File: src/logic/pcicfg_pkg.sv
package pcicfg_pkg;
  // Register offsets (byte addresses)
  localparam logic [7:0] OFS_IDENTITY = 8'h00;
  localparam logic [7:0] OFS_STATCMD = 8'h04;
  localparam logic [7:0] OFS_CLASSREV = 8'h08;
  localparam logic [7:0] OFS_HDRMISC = 8'h0c;
  localparam logic [7:0] OFS_WINBASE = 8'h10;
  localparam logic [7:0] OFS_UNUSEDBASE = 8'h14;
  localparam logic [7:0] OFS_SUBSYS = 8'h2c;
  localparam logic [7:0] OFS_INTLINE = 8'h3c;
  // Field positions
  localparam int POS_PERR = 31;
  localparam int POS_SERRDET = 30;
  localparam int POS_TABORT = 27;
  localparam int POS_FASTB2B = 23;
  localparam int POS_SERREN = 8;
  localparam int POS_PERREN = 6;
  localparam int POS_MEMEN = 1;
  localparam int WIN_LSB = 10;
  // Reset and fixed values
  localparam logic [23:0] CLASS_CODE = 24'h070002;
  localparam logic [7:0] HDR_MISC_RST = 8'h00;
  localparam logic [7:0] INT_PIN_VAL = 8'h01;
  localparam logic [15:0] SUBSYS_RST = 16'h0000;
  // Loader timing
  localparam int ROM_CLK_DIV = 256;
  localparam int ROM_WORD_BITS = 16;
  localparam int ROM_ADDR_BITS = 6;
  localparam int ROM_WORDS = 4;
  localparam logic [2:0] ROM_READ_OP = 3'b110;
endpackage : pcicfg_pkg

File: src/logic/pcicfg_space.sv
`timescale 1ns/1ps
module pcicfg_space import pcicfg_pkg::*; #(
  parameter logic [15:0] DEV_ID_DEFAULT = 16'h5a5a, // Arbitrary value
  parameter logic [15:0] VEN_ID_DEFAULT = 16'ha5a5, // Arbitrary value
  parameter logic [7:0] REVISION = 8'h10, // Arbitrary value
  parameter int CLK_DIV = ROM_CLK_DIV
) (
  input wire logic clk, // Bus clock
  input wire logic reset_n, // System reset
  input wire logic clk_en, // Freezes all state when low
  input wire logic cfg_req, // Config data phase valid
  input wire logic cfg_we, // Write phase
  input wire logic [5:0] cfg_addr, // Dword index
  input wire logic [3:0] cfg_be, // Byte enables, active high
  input wire logic [31:0] cfg_wdata, // Write data
  output logic cfg_ack, // Phase accepted
  output logic cfg_busy, // Loader running, retry
  output logic [31:0] cfg_rdata, // Read data
  input wire logic parity_err_evt, // Parity error seen
  input wire logic sys_err_evt, // System error raised
  input wire logic target_abort_evt, // Transaction ended with abort
  output logic serr_drv_en, // System error driver enable
  output logic perr_resp_en, // Parity response enable
  output logic mem_space_en, // Memory space response enable
  output logic [21:0] mem_window_base, // Base of 1K window
  output logic rom_serial_out, // Data to ROM
  input wire logic rom_serial_in, // Data from ROM
  output logic rom_select, // ROM chip select
  output logic rom_serial_clock, // ROM clock
  input wire logic rom_fitted // ROM present strap
);
  typedef enum logic [2:0] {
    PC_IDLE = 3'b000, PC_SEL = 3'b001, PC_SHIFT = 3'b011, PC_DONE = 3'b010
  } pcicfg_state_t;
  localparam int DIV_W = $clog2(CLK_DIV);
  localparam int CMD_BITS = 3 + ROM_ADDR_BITS;
  localparam int FRAME = CMD_BITS + ROM_WORD_BITS;

  pcicfg_state_t state_q;
  logic [DIV_W-1:0] div_q;
  logic [5:0] bit_q;
  logic [1:0] word_q;
  logic [15:0] shift_q;
  logic [15:0] dev_id_q, ven_id_q, sub_id_q, sub_ven_q;
  logic sin_m_q, sin_q, fit_m_q, fit_q;
  logic perr_q, serr_q, tabort_q, serren_q, perren_q, memen_q;
  logic [21:0] base_q;
  logic [7:0] int_line_q;
  logic [31:0] rdata_d;
  logic tick, wr, busy;
  logic [CMD_BITS-1:0] cmd;
  logic [31:0] mask;

  // Two-flop synchronisers for pins
  always_ff @(posedge clk or negedge reset_n) begin
    if (!reset_n) begin
      sin_m_q <= 1'b0;
      sin_q <= 1'b0;
      fit_m_q <= 1'b0;
      fit_q <= 1'b0;
    end else if (clk_en) begin
      sin_m_q <= rom_serial_in;
      sin_q <= sin_m_q;
      fit_m_q <= rom_fitted;
      fit_q <= fit_m_q;
    end
  end

  assign tick = (div_q == DIV_W'(CLK_DIV - 1));
  always_ff @(posedge clk or negedge reset_n) begin
    if (!reset_n) div_q <= '0;
    else if (clk_en) div_q <= tick ? '0 : div_q + 1'b1;
  end

  assign busy = (state_q != PC_DONE);
  assign cmd = {ROM_READ_OP, 4'h0, word_q};
  always_ff @(posedge clk or negedge reset_n) begin
    if (!reset_n) begin
      state_q <= PC_IDLE;
      bit_q <= '0;
      word_q <= '0;
      shift_q <= '0;
      rom_select <= 1'b0;
      rom_serial_clock <= 1'b0;
      rom_serial_out <= 1'b0;
    end else if (clk_en && tick) begin
      case (state_q)
        PC_IDLE: begin
          state_q <= fit_q ? PC_SEL : PC_DONE;
        end
        PC_SEL: begin
          rom_select <= 1'b1;
          bit_q <= '0;
          rom_serial_out <= cmd[CMD_BITS-1];
          state_q <= PC_SHIFT;
        end
        PC_SHIFT: begin
          rom_serial_clock <= ~rom_serial_clock;
          if (rom_serial_clock) begin
            bit_q <= bit_q + 1'b1;
            if (bit_q + 1 < CMD_BITS)
              rom_serial_out <= cmd[CMD_BITS - 2 - int'(bit_q)];
            else
              rom_serial_out <= 1'b0;
            if (bit_q == 6'(FRAME - 1)) begin
              rom_select <= 1'b0;
              word_q <= word_q + 1'b1;
              state_q <= (word_q == 2'(ROM_WORDS - 1)) ? PC_DONE : PC_SEL;
            end
          end else if (int'(bit_q) >= CMD_BITS) begin
            shift_q <= {shift_q[14:0], sin_q};
          end
        end
        default: state_q <= PC_DONE;
      endcase
    end
  end

  always_ff @(posedge clk or negedge reset_n) begin
    if (!reset_n) begin
      dev_id_q <= DEV_ID_DEFAULT;
      ven_id_q <= VEN_ID_DEFAULT;
      sub_id_q <= SUBSYS_RST;
      sub_ven_q <= SUBSYS_RST;
    end else if (clk_en && tick && state_q == PC_SHIFT && rom_serial_clock
                 && bit_q == 6'(FRAME - 1)) begin
      case (word_q)
        2'd0: ven_id_q <= shift_q;
        2'd1: dev_id_q <= shift_q;
        2'd2: sub_ven_q <= shift_q;
        default: sub_id_q <= shift_q;
      endcase
    end
  end

  assign mask = {{8{cfg_be[3]}}, {8{cfg_be[2]}}, {8{cfg_be[1]}}, {8{cfg_be[0]}}};
  assign cfg_busy = busy;
  assign cfg_ack = cfg_req & ~busy;
  assign wr = clk_en & cfg_ack & cfg_we;

  always_ff @(posedge clk or negedge reset_n) begin
    if (!reset_n) begin
      perr_q <= 1'b0;
      serr_q <= 1'b0;
      tabort_q <= 1'b0;
    end else if (clk_en) begin
      perr_q <= parity_err_evt | (perr_q &
        ~(wr && cfg_addr == 6'(OFS_STATCMD >> 2) && cfg_be[3] && cfg_wdata[POS_PERR]));
      serr_q <= sys_err_evt | (serr_q &
        ~(wr && cfg_addr == 6'(OFS_STATCMD >> 2) && cfg_be[3] && cfg_wdata[POS_SERRDET]));
      tabort_q <= tabort_q | target_abort_evt;
    end
  end

  always_ff @(posedge clk or negedge reset_n) begin
    if (!reset_n) begin
      serren_q <= 1'b0;
      perren_q <= 1'b0;
      memen_q <= 1'b0;
      base_q <= '0;
      int_line_q <= '0;
    end else if (wr) begin
      if (cfg_addr == 6'(OFS_STATCMD >> 2)) begin
        if (cfg_be[1]) serren_q <= cfg_wdata[POS_SERREN];
        if (cfg_be[0]) begin
          perren_q <= cfg_wdata[POS_PERREN];
          memen_q <= cfg_wdata[POS_MEMEN];
        end
      end else if (cfg_addr == 6'(OFS_WINBASE >> 2)) begin
        base_q <= (base_q & ~mask[31:WIN_LSB]) | (cfg_wdata[31:WIN_LSB] & mask[31:WIN_LSB]);
      end else if (cfg_addr == 6'(OFS_INTLINE >> 2)) begin
        if (cfg_be[0]) int_line_q <= cfg_wdata[7:0];
      end
    end
  end

  always_comb begin
    rdata_d = '0;
    if (cfg_addr == 6'(OFS_IDENTITY >> 2)) begin
      rdata_d = {dev_id_q, ven_id_q};
    end else if (cfg_addr == 6'(OFS_STATCMD >> 2)) begin
      rdata_d[POS_PERR] = perr_q;
      rdata_d[POS_SERRDET] = serr_q;
      rdata_d[POS_TABORT] = tabort_q;
      rdata_d[POS_FASTB2B] = 1'b1;
      rdata_d[POS_SERREN] = serren_q;
      rdata_d[POS_PERREN] = perren_q;
      rdata_d[POS_MEMEN] = memen_q;
    end else if (cfg_addr == 6'(OFS_CLASSREV >> 2)) begin
      rdata_d = {CLASS_CODE, REVISION};
    end else if (cfg_addr == 6'(OFS_HDRMISC >> 2)) begin
      rdata_d = {4{HDR_MISC_RST}};
    end else if (cfg_addr == 6'(OFS_WINBASE >> 2)) begin
      rdata_d = {base_q, 10'h000};
    end else if (cfg_addr == 6'(OFS_SUBSYS >> 2)) begin
      rdata_d = {sub_id_q, sub_ven_q};
    end else if (cfg_addr == 6'(OFS_INTLINE >> 2)) begin
      rdata_d = {16'h0000, INT_PIN_VAL, int_line_q};
    end
  end

  always_ff @(posedge clk or negedge reset_n) begin
    if (!reset_n) cfg_rdata <= '0;
    else if (clk_en && cfg_ack && !cfg_we) cfg_rdata <= rdata_d & mask;
  end

  assign serr_drv_en = serren_q;
  assign perr_resp_en = perren_q;
  assign mem_space_en = memen_q;
  assign mem_window_base = base_q;

  AST_PERR_SET: assert property (@(posedge clk) disable iff (!reset_n)
    clk_en && parity_err_evt |=> perr_q) else $error("parity status not set");
  AST_TABORT_HOLD: assert property (@(posedge clk) disable iff (!reset_n)
    tabort_q |=> tabort_q) else $error("abort status cleared");
  AST_NO_ACK_BUSY: assert property (@(posedge clk) disable iff (!reset_n)
    cfg_busy |-> !cfg_ack) else $error("answered during load");
  AST_IO_ZERO: assert property (@(posedge clk) disable iff (!reset_n)
    $past(cfg_ack && !cfg_we && cfg_addr == 6'h01) |-> cfg_rdata[0] == 1'b0)
    else $error("io enable read one");
  AST_BASE_LOW: assert property (@(posedge clk) disable iff (!reset_n)
    $past(cfg_ack && !cfg_we && cfg_addr == 6'h04) |-> cfg_rdata[9:0] == 10'h000)
    else $error("window low bits set");
  AST_BASE1_ZERO: assert property (@(posedge clk) disable iff (!reset_n)
    $past(cfg_ack && !cfg_we && cfg_addr == 6'h05) |-> cfg_rdata == 32'h0)
    else $error("second base nonzero");
  AST_FB2B: assert property (@(posedge clk) disable iff (!reset_n)
    $past(cfg_ack && !cfg_we && cfg_addr == 6'h01 && cfg_be[2] && clk_en)
    |-> cfg_rdata[26:23] == 4'h1) else $error("status capability wrong");
  AST_MEMEN_WR: assert property (@(posedge clk) disable iff (!reset_n)
    wr && cfg_addr == 6'h01 && cfg_be[0] |=> mem_space_en == $past(cfg_wdata[1]))
    else $error("memory enable not written");
  AST_ROMCLK_DIV: assert property (@(posedge clk) disable iff (!reset_n)
    !$past(tick) |-> $stable(rom_serial_clock)) else $error("rom clock too fast");

  AST_SERR_SET: assert property (@(posedge clk) disable iff (!reset_n)
    clk_en && sys_err_evt |=> serr_q) else $error("system error status not set");
  AST_PERR_CLR: assert property (@(posedge clk) disable iff (!reset_n)
    wr && !parity_err_evt && cfg_addr == 6'(OFS_STATCMD >> 2) && cfg_be[3]
    && cfg_wdata[POS_PERR] |=> !perr_q) else $error("parity status not cleared");
  AST_SERR_CLR: assert property (@(posedge clk) disable iff (!reset_n)
    wr && !sys_err_evt && cfg_addr == 6'(OFS_STATCMD >> 2) && cfg_be[3]
    && cfg_wdata[POS_SERRDET] |=> !serr_q) else $error("system status not cleared");
  AST_TABORT_SET: assert property (@(posedge clk) disable iff (!reset_n)
    clk_en && target_abort_evt |=> tabort_q) else $error("abort status not set");
  AST_SERREN_WR: assert property (@(posedge clk) disable iff (!reset_n)
    wr && cfg_addr == 6'(OFS_STATCMD >> 2) && cfg_be[1]
    |=> serr_drv_en == $past(cfg_wdata[POS_SERREN])) else $error("driver enable not written");
  AST_PERREN_WR: assert property (@(posedge clk) disable iff (!reset_n)
    wr && cfg_addr == 6'(OFS_STATCMD >> 2) && cfg_be[0]
    |=> perr_resp_en == $past(cfg_wdata[POS_PERREN])) else $error("parity enable not written");
  AST_BASE_WR: assert property (@(posedge clk) disable iff (!reset_n)
    wr && cfg_addr == 6'(OFS_WINBASE >> 2) && cfg_be[3]
    |=> mem_window_base[21:14] == $past(cfg_wdata[31:24])) else $error("window base not written");
  AST_CLASS: assert property (@(posedge clk) disable iff (!reset_n)
    $past(clk_en && cfg_ack && !cfg_we && cfg_addr == 6'(OFS_CLASSREV >> 2) && cfg_be == 4'hf)
    |-> cfg_rdata == {CLASS_CODE, REVISION}) else $error("class code wrong");
  AST_HDR_ZERO: assert property (@(posedge clk) disable iff (!reset_n)
    $past(clk_en && cfg_ack && !cfg_we && cfg_addr == 6'(OFS_HDRMISC >> 2))
    |-> cfg_rdata == 32'h00000000) else $error("header word nonzero");
  AST_CMD_RSVD: assert property (@(posedge clk) disable iff (!reset_n)
    $past(clk_en && cfg_ack && !cfg_we && cfg_addr == 6'(OFS_STATCMD >> 2))
    |-> (cfg_rdata & 32'h307ffebd) == 32'h00000000) else $error("reserved bit set");
  AST_MASK_LANE: assert property (@(posedge clk) disable iff (!reset_n)
    $past(clk_en && cfg_ack && !cfg_we && !cfg_be[0])
    |-> cfg_rdata[7:0] == 8'h00) else $error("disabled lane not zero");
  AST_RDATA_HOLD: assert property (@(posedge clk) disable iff (!reset_n)
    !(clk_en && cfg_ack && !cfg_we) |=> $stable(cfg_rdata)) else $error("read data moved");
  AST_FREEZE: assert property (@(posedge clk) disable iff (!reset_n)
    !clk_en |=> $stable(state_q) && $stable(div_q) && $stable(base_q))
    else $error("state moved while frozen");
  AST_NO_FIT: assert property (@(posedge clk) disable iff (!reset_n)
    clk_en && tick && state_q == PC_IDLE && !fit_q |=> state_q == PC_DONE)
    else $error("loader ran without rom");
  AST_IDS_HOLD: assert property (@(posedge clk) disable iff (!reset_n)
    !busy |=> $stable(dev_id_q) && $stable(ven_id_q)) else $error("ids changed after load");
  AST_ROM_IDLE: assert property (@(posedge clk) disable iff (!reset_n)
    !busy |-> !rom_select && !rom_serial_clock) else $error("rom link active after load");
  AST_SEL_CLK: assert property (@(posedge clk) disable iff (!reset_n)
    rom_serial_clock |-> rom_select) else $error("rom clocked while deselected");
endmodule : pcicfg_space
File: config.mk
export PLATFORM = sky130hd
export DESIGN_NAME = pcicfg_space
export DESIGN_NICKNAME = d
export VERILOG_FILES = /design/src/logic/pcicfg_pkg.sv /design/src/logic/pcicfg_space.sv
export SDC_FILE = /design/constraint.sdc
export NUM_CORES = 1
export LEC_CHECK = 0
export BUFFER_PORTS_ARGS = -buffer_cell sky130_fd_sc_hd__buf_2
export CORE_UTILIZATION = 45
export DETAILED_ROUTE_END_ITERATION = 8
export GPL_TIMING_DRIVEN = 1
export PLACE_DENSITY = 0.66
export SKIP_CTS_REPAIR_TIMING = 1
export SLEW_MARGIN = 40
export SYNTH_ARGS = -nofsm -noshare
export SYNTH_HDL_FRONTEND = slang
export SYNTH_SLANG_ARGS = --single-unit
File: constraint.sdc
create_clock -name clk -period 2.37 [get_ports clk]
set_clock_uncertainty 0.05 [all_clocks]
set_input_delay 0.237 -clock clk [delete_from_list [all_inputs] [get_ports clk]]
set_output_delay 0.237 -clock clk [all_outputs]
set_load 0.02 [all_outputs]
After elaboration in Yosys (flattened, before gate mapping):

Cells that the tools add are included.

* register bits after elaboration: 174
* input bits: 52
* output and inout port bits: 62
* word-level logic and storage cells: 134

* add/subtract/negate cells: 5
* $lt $le $gt $ge: 3
* equality and inequality tests: 16
* mux-type cells: 35
* bitwise gates (word level): 20
* reduce and logical (&&, ||, !) cells: 30

Operators with widths (number)
* $mux 32: 5
* $and 22x22->22: 2
* $and 32x32->32: 1
* $not 22->22: 1
* $or 22x22->22: 1
* $reduce_and 3->1: 5
* $mux 14: 1
* $mux 1: 13
* $eq 6x2->1 const B: 2
* $eq 6x4->1 const B: 2
* $pmux 6 s2: 1
* $reduce_and 4->1: 3
* $logic_and 1x1->1: 10
* $reduce_and 2->1: 5
* $mux 3: 3
* $mux 9: 1
* $pmux 3 s3: 1
* $add 8x1->8 const B: 1
* $eq 8x8->1 const B: 1
* $mux 2: 4
* $mux 8: 1
* $add 6x1->7 const B: 1
* $lt 7x4->1 const B: 1
* $lt 7x6->1 const B: 1
* other kinds (27): 42

Depth between registers and ports, before layout:

* depth after elaboration: 11
* gate-level depth with buffers: 8
* mapped depth without buffers: 6

Worst setup path before layout:

OpenSTA, ideal clock, no wires.

* path type: flip-flop to flip-flop
* start: register bit_q[0]
* end: register dev_id_q[10]
* library setup time: 125 ps
* data arrival time: 2091 ps
* required time: 2195 ps
* setup slack: 104 ps
* stages on the path, launching flop included: 9
* path buffers: 2
* period minus slack after synthesis: 2266 ps
* cell sequence: dfrtp_1 clkbuf_1 inv_1 ha_1 nand2b_4 nor4_4 nand3_4 buf_6 mux2_4

* cells in the longest elaborated chain, start to end: 3

RTL lines
* start, declared: RTL line pcicfg_space.sv:41 `logic [5:0] bit_q;`
* start signal, assigned: RTL line pcicfg_space.sv:100 `bit_q <= bit_q + 1'b1;`
* $eq 6x5->1: RTL line pcicfg_space.sv:126 `&& bit_q == 6'(FRAME - 1)) begin`
* $logic_and 1x1->1: RTL line pcicfg_space.sv:126
* $reduce_and 2->1 (no source line)
* end signal, assigned: RTL line pcicfg_space.sv:129 `2'd1: dev_id_q <= shift_q;`
* end, declared: RTL line pcicfg_space.sv:44 `logic [15:0] dev_id_q, ven_id_q, sub_id_q, sub_ven_q;`

Every way passes these cells.
A chain may end at the register's enable or synchronous reset.

Final worst setup path:

* start: register bit_q[1]
* end: register sub_ven_q[14]

* cells in the longest elaborated chain, start to end: 3

RTL lines
* $eq 6x5->1: RTL line pcicfg_space.sv:126
* $logic_and 1x1->1: RTL line pcicfg_space.sv:126
* $reduce_and 2->1 (no source line)
* end signal, assigned: RTL line pcicfg_space.sv:130 `2'd2: sub_ven_q <= shift_q;`
* end, declared: RTL line pcicfg_space.sv:44

Every way passes these cells.

==> impl_metrics.env <==
export IMPL_areaGrowthSynthToFinish_pct=23.1
export IMPL_port_buffers=112
export IMPL_synth_compound_area_share_pct=8.46
export IMPL_clockRootBuffer="clkbuf_16"
export IMPL_gp_congestion=0.860
export IMPL_grt_use_total_pct=22.0
export IMPL_ant_nets=0
export IMPL_dpl_hpwl_microns=13300
export IMPL_via_count=5649
export IMPL_p_int_mw=4.92
export IMPL_synth_ff_type="dfrtp_1"
export IMPL_grt_pass1_vias=5722
export IMPL_fill_cells=1396
export IMPL_end_kind="register"
export IMPL_p_leak_nw=4.91
export IMPL_avgSynthCellArea_sq_um=12.9
export IMPL_grt_max_degree=65
export IMPL_antenna_found_initial=2
export IMPL_violations="hold timing"
export IMPL_grt_remaining_overflow=0
export IMPL_synth_area_mux_share_pct=21.7
export IMPL_drc_errors=0
export IMPL_synth_top_area_share_pct=48.8
export IMPL_cp_start_kind="register"
export IMPL_timing_hold_violations_final=1
export IMPL_drtPass1Iterations=5
export IMPL_post_route_period_util_pct=92.0
export IMPL_synth_top_family_by_area="multiplexers"
export IMPL_crit_chain="inv_1, ha_1, nand2b_4, nor4_4, buf_4, nand3_4, mux2_4"
export IMPL_grt_pass1_wl_microns=30400
export IMPL_fin_crit_ns=2.18
export IMPL_max_cap_viol_count=0
export IMPL_wl_per_cell_microns=18.9
export IMPL_worst_path_max_fanout=16
export IMPL_finish_utilization_pct=57.1
export IMPL_p_total_mw=6.36
export IMPL_arrival_ns=2.45
export IMPL_clkSlewWorstSetupHoldPaths_ns=0.06
export IMPL_synthAdderAreaFrac_pct=1.55
export IMPL_dpl_instance_area_sq_um=8970
export IMPL_cts_made_buffers=17
export IMPL_setup_tns_ns=0
export IMPL_num_rows=48
export IMPL_die_y_microns=136
export IMPL_initial_core_util_pct=46.4
export IMPL_yosys_warnings=0
export IMPL_relSlewSlack_pct=59.5
export IMPL_synth_seq_cells=173
export IMPL_final_common_cell="dfrtp_1"
export IMPL_yosys_area_top_type="dfrtp_1"
export IMPL_ys_async_sr_fraction_pct=100
export IMPL_synth_nets=684
export IMPL_io_pins=114
export IMPL_hold_class="in2reg"
export IMPL_routed_wirelength_microns=19300
export IMPL_max_stage_delay_ns=0.45
export IMPL_seq_area_frac_synth_pct=54.0
export IMPL_required_ns=2.64
export IMPL_routed_via_density=5.53
export IMPL_ys_types=64
export IMPL_rsz0062_at_grt="false"
export IMPL_die_w_microns=136
export IMPL_synth_simple_area_share_pct=10.8
export IMPL_fin_area_sq_um=9910
export IMPL_place_inst=955
export IMPL_synth_edf_count=0
export IMPL_dpl_worst_slack_ns=0.161
export IMPL_finalSetupViolations=0
export IMPL_tritoncts="built"
export IMPL_slew_viol_final=0
export IMPL_path_class="reg2reg"
export IMPL_cp_slowest_cell="dfrtp_1"
export IMPL_swShare_pct=22.7
export IMPL_synth_xor_area_share_pct=0.979
export IMPL_synth_cells=622
export IMPL_clk_latency_ns=0.44
export IMPL_final_cell_mix="dfrtp_1, buf_2, mux2_2, nand2_1, mux2_4"
export IMPL_core_area_sq_um=17400
export IMPL_seq_power_share_pct=48.5
export IMPL_stdcell_count=1021
export IMPL_layout_drive_gt1_share_pct=42.7
export IMPL_clock_power_share_pct=45.4
export IMPL_fmax_mhz=459
export IMPL_synthTopCellsByArea="dfrtp_1, mux2_2, mux2_4"
export IMPL_p_per_area_nw_per_um2=642
export IMPL_p_switching_mw=1.44
export IMPL_hold_ws_ns=-0.0109
export IMPL_cts_sinks=173
export IMPL_first_iter_violations=327
export IMPL_synthesis_area_sq_um=8050
export IMPL_comb_power_share_pct=6.1
export IMPL_fin_nets=843
export IMPL_worstMarginPinSlew_ns=0.607
export IMPL_h_tree_depth=4
export IMPL_status="finished with violations"
export IMPL_setup_slack_ns=0.190
export IMPL_die_area_sq_um=18400
export IMPL_ir_worst_vdd_v=0.000543
export IMPL_cts_buffer_depth=2
synthesized netlist by cell type (all sizes together) (3+ instances only):
master and instances:
and3 3, nand4 4, nand3 29, inv 10
nand2b 5, a22oi 25, o211ai 6, nor2b 3
o21ai 21, dfstp 16, mux2 138, nor3 8
ha 10, dfrtp 157, o221ai 4, and2 8
nor4 3, and4 3, a21o 4, xor2 3
a211oi 3, nand2 56, or3 5, xnor2 6
a32oi 3, buf 13, mux2i 4, nor2 17
clkbuf 17, a21oi 7
power groups by stage:
stage               sequential (mW)  combinational [mW]  clock, mW
floorplan                      3.13               0.179          0
global placement               3.13               0.328          0
detailed placement             3.14               0.349          0
CTS                            3.09               0.350       2.95
global route                   3.10               0.435       3.05
finish                         3.09               0.387       2.89
logic make-up after synthesis:
kind of cell             Yosys count
flip-flops                       173
XOR/XNOR                           9
buffers and inverters             40
multiplexers                     142
AND/OR/NAND/NOR                  154
adder cells (fa/ha/maj)           10
AO/OA/AOI/OAI                     94
worst max-delay path: cells and delay by family, from the launching register on:
kind,cells,cell delay [ns]
AND/OR/NAND/NOR,3,0.62
flip-flops,1,0.45
multiplexers,1,0.40
buffers and inverters,2,0.33
adder cells (fa/ha/maj),1,0.20
layout make-up:
class / count / area (sq um) / area share [%]
antenna: 2 / 5.00 / 0.0505
multi-input combinational: 409 / 3500 / 35.3
timing repair buffer: 170 / 1120 / 11.3
clock inverter: 12 / 161 / 1.63
sequential: 173 / 4350 / 43.9
inverter: 10 / 37.5 / 0.379
clock buffer: 20 / 457 / 4.61
tap: 225 / 282 / 2.84
routing by layer:
metal / track usage (%) / routed length [microns] / vias up
li1: - / - / 2591
met1: 28.2 / 8370 / 2858
met2: 35.6 / 9420 / 164
met3: 5.16 / 1050 / 36
met4: 9.36 / 510 / 0
met5: 0 / 0 / -
path summary, 6_finish.rpt:
| check | cells after the start | end | startpoint | slack [ns] |
|---|---|---|---|---|
| min reg2reg | 2 | cfg_rdata[11]$_DFFE_PN0P_ | cfg_rdata[11]$_DFFE_PN0P_ | 0.43 |
| max in group asynchronous | 3 | dev_id_q[1]$_DFFE_PN1P_ | reset_n | 1.22 |
| min | 2 | int_line_q[5]$_DFFE_PN0P_ | cfg_wdata[5] | -0.01 |
| max | 7 | sub_ven_q[14]$_DFFE_PN0P_ | bit_q[1]$_DFFE_PN0P_ | 0.19 |
| max reg2reg | 7 | sub_ven_q[14]$_DFFE_PN0P_ | bit_q[1]$_DFFE_PN0P_ | 0.19 |
| min in group asynchronous | 2 | async pin | reset_n | 0.32 |
Note: power is estimated with default switching activity, not from simulation.
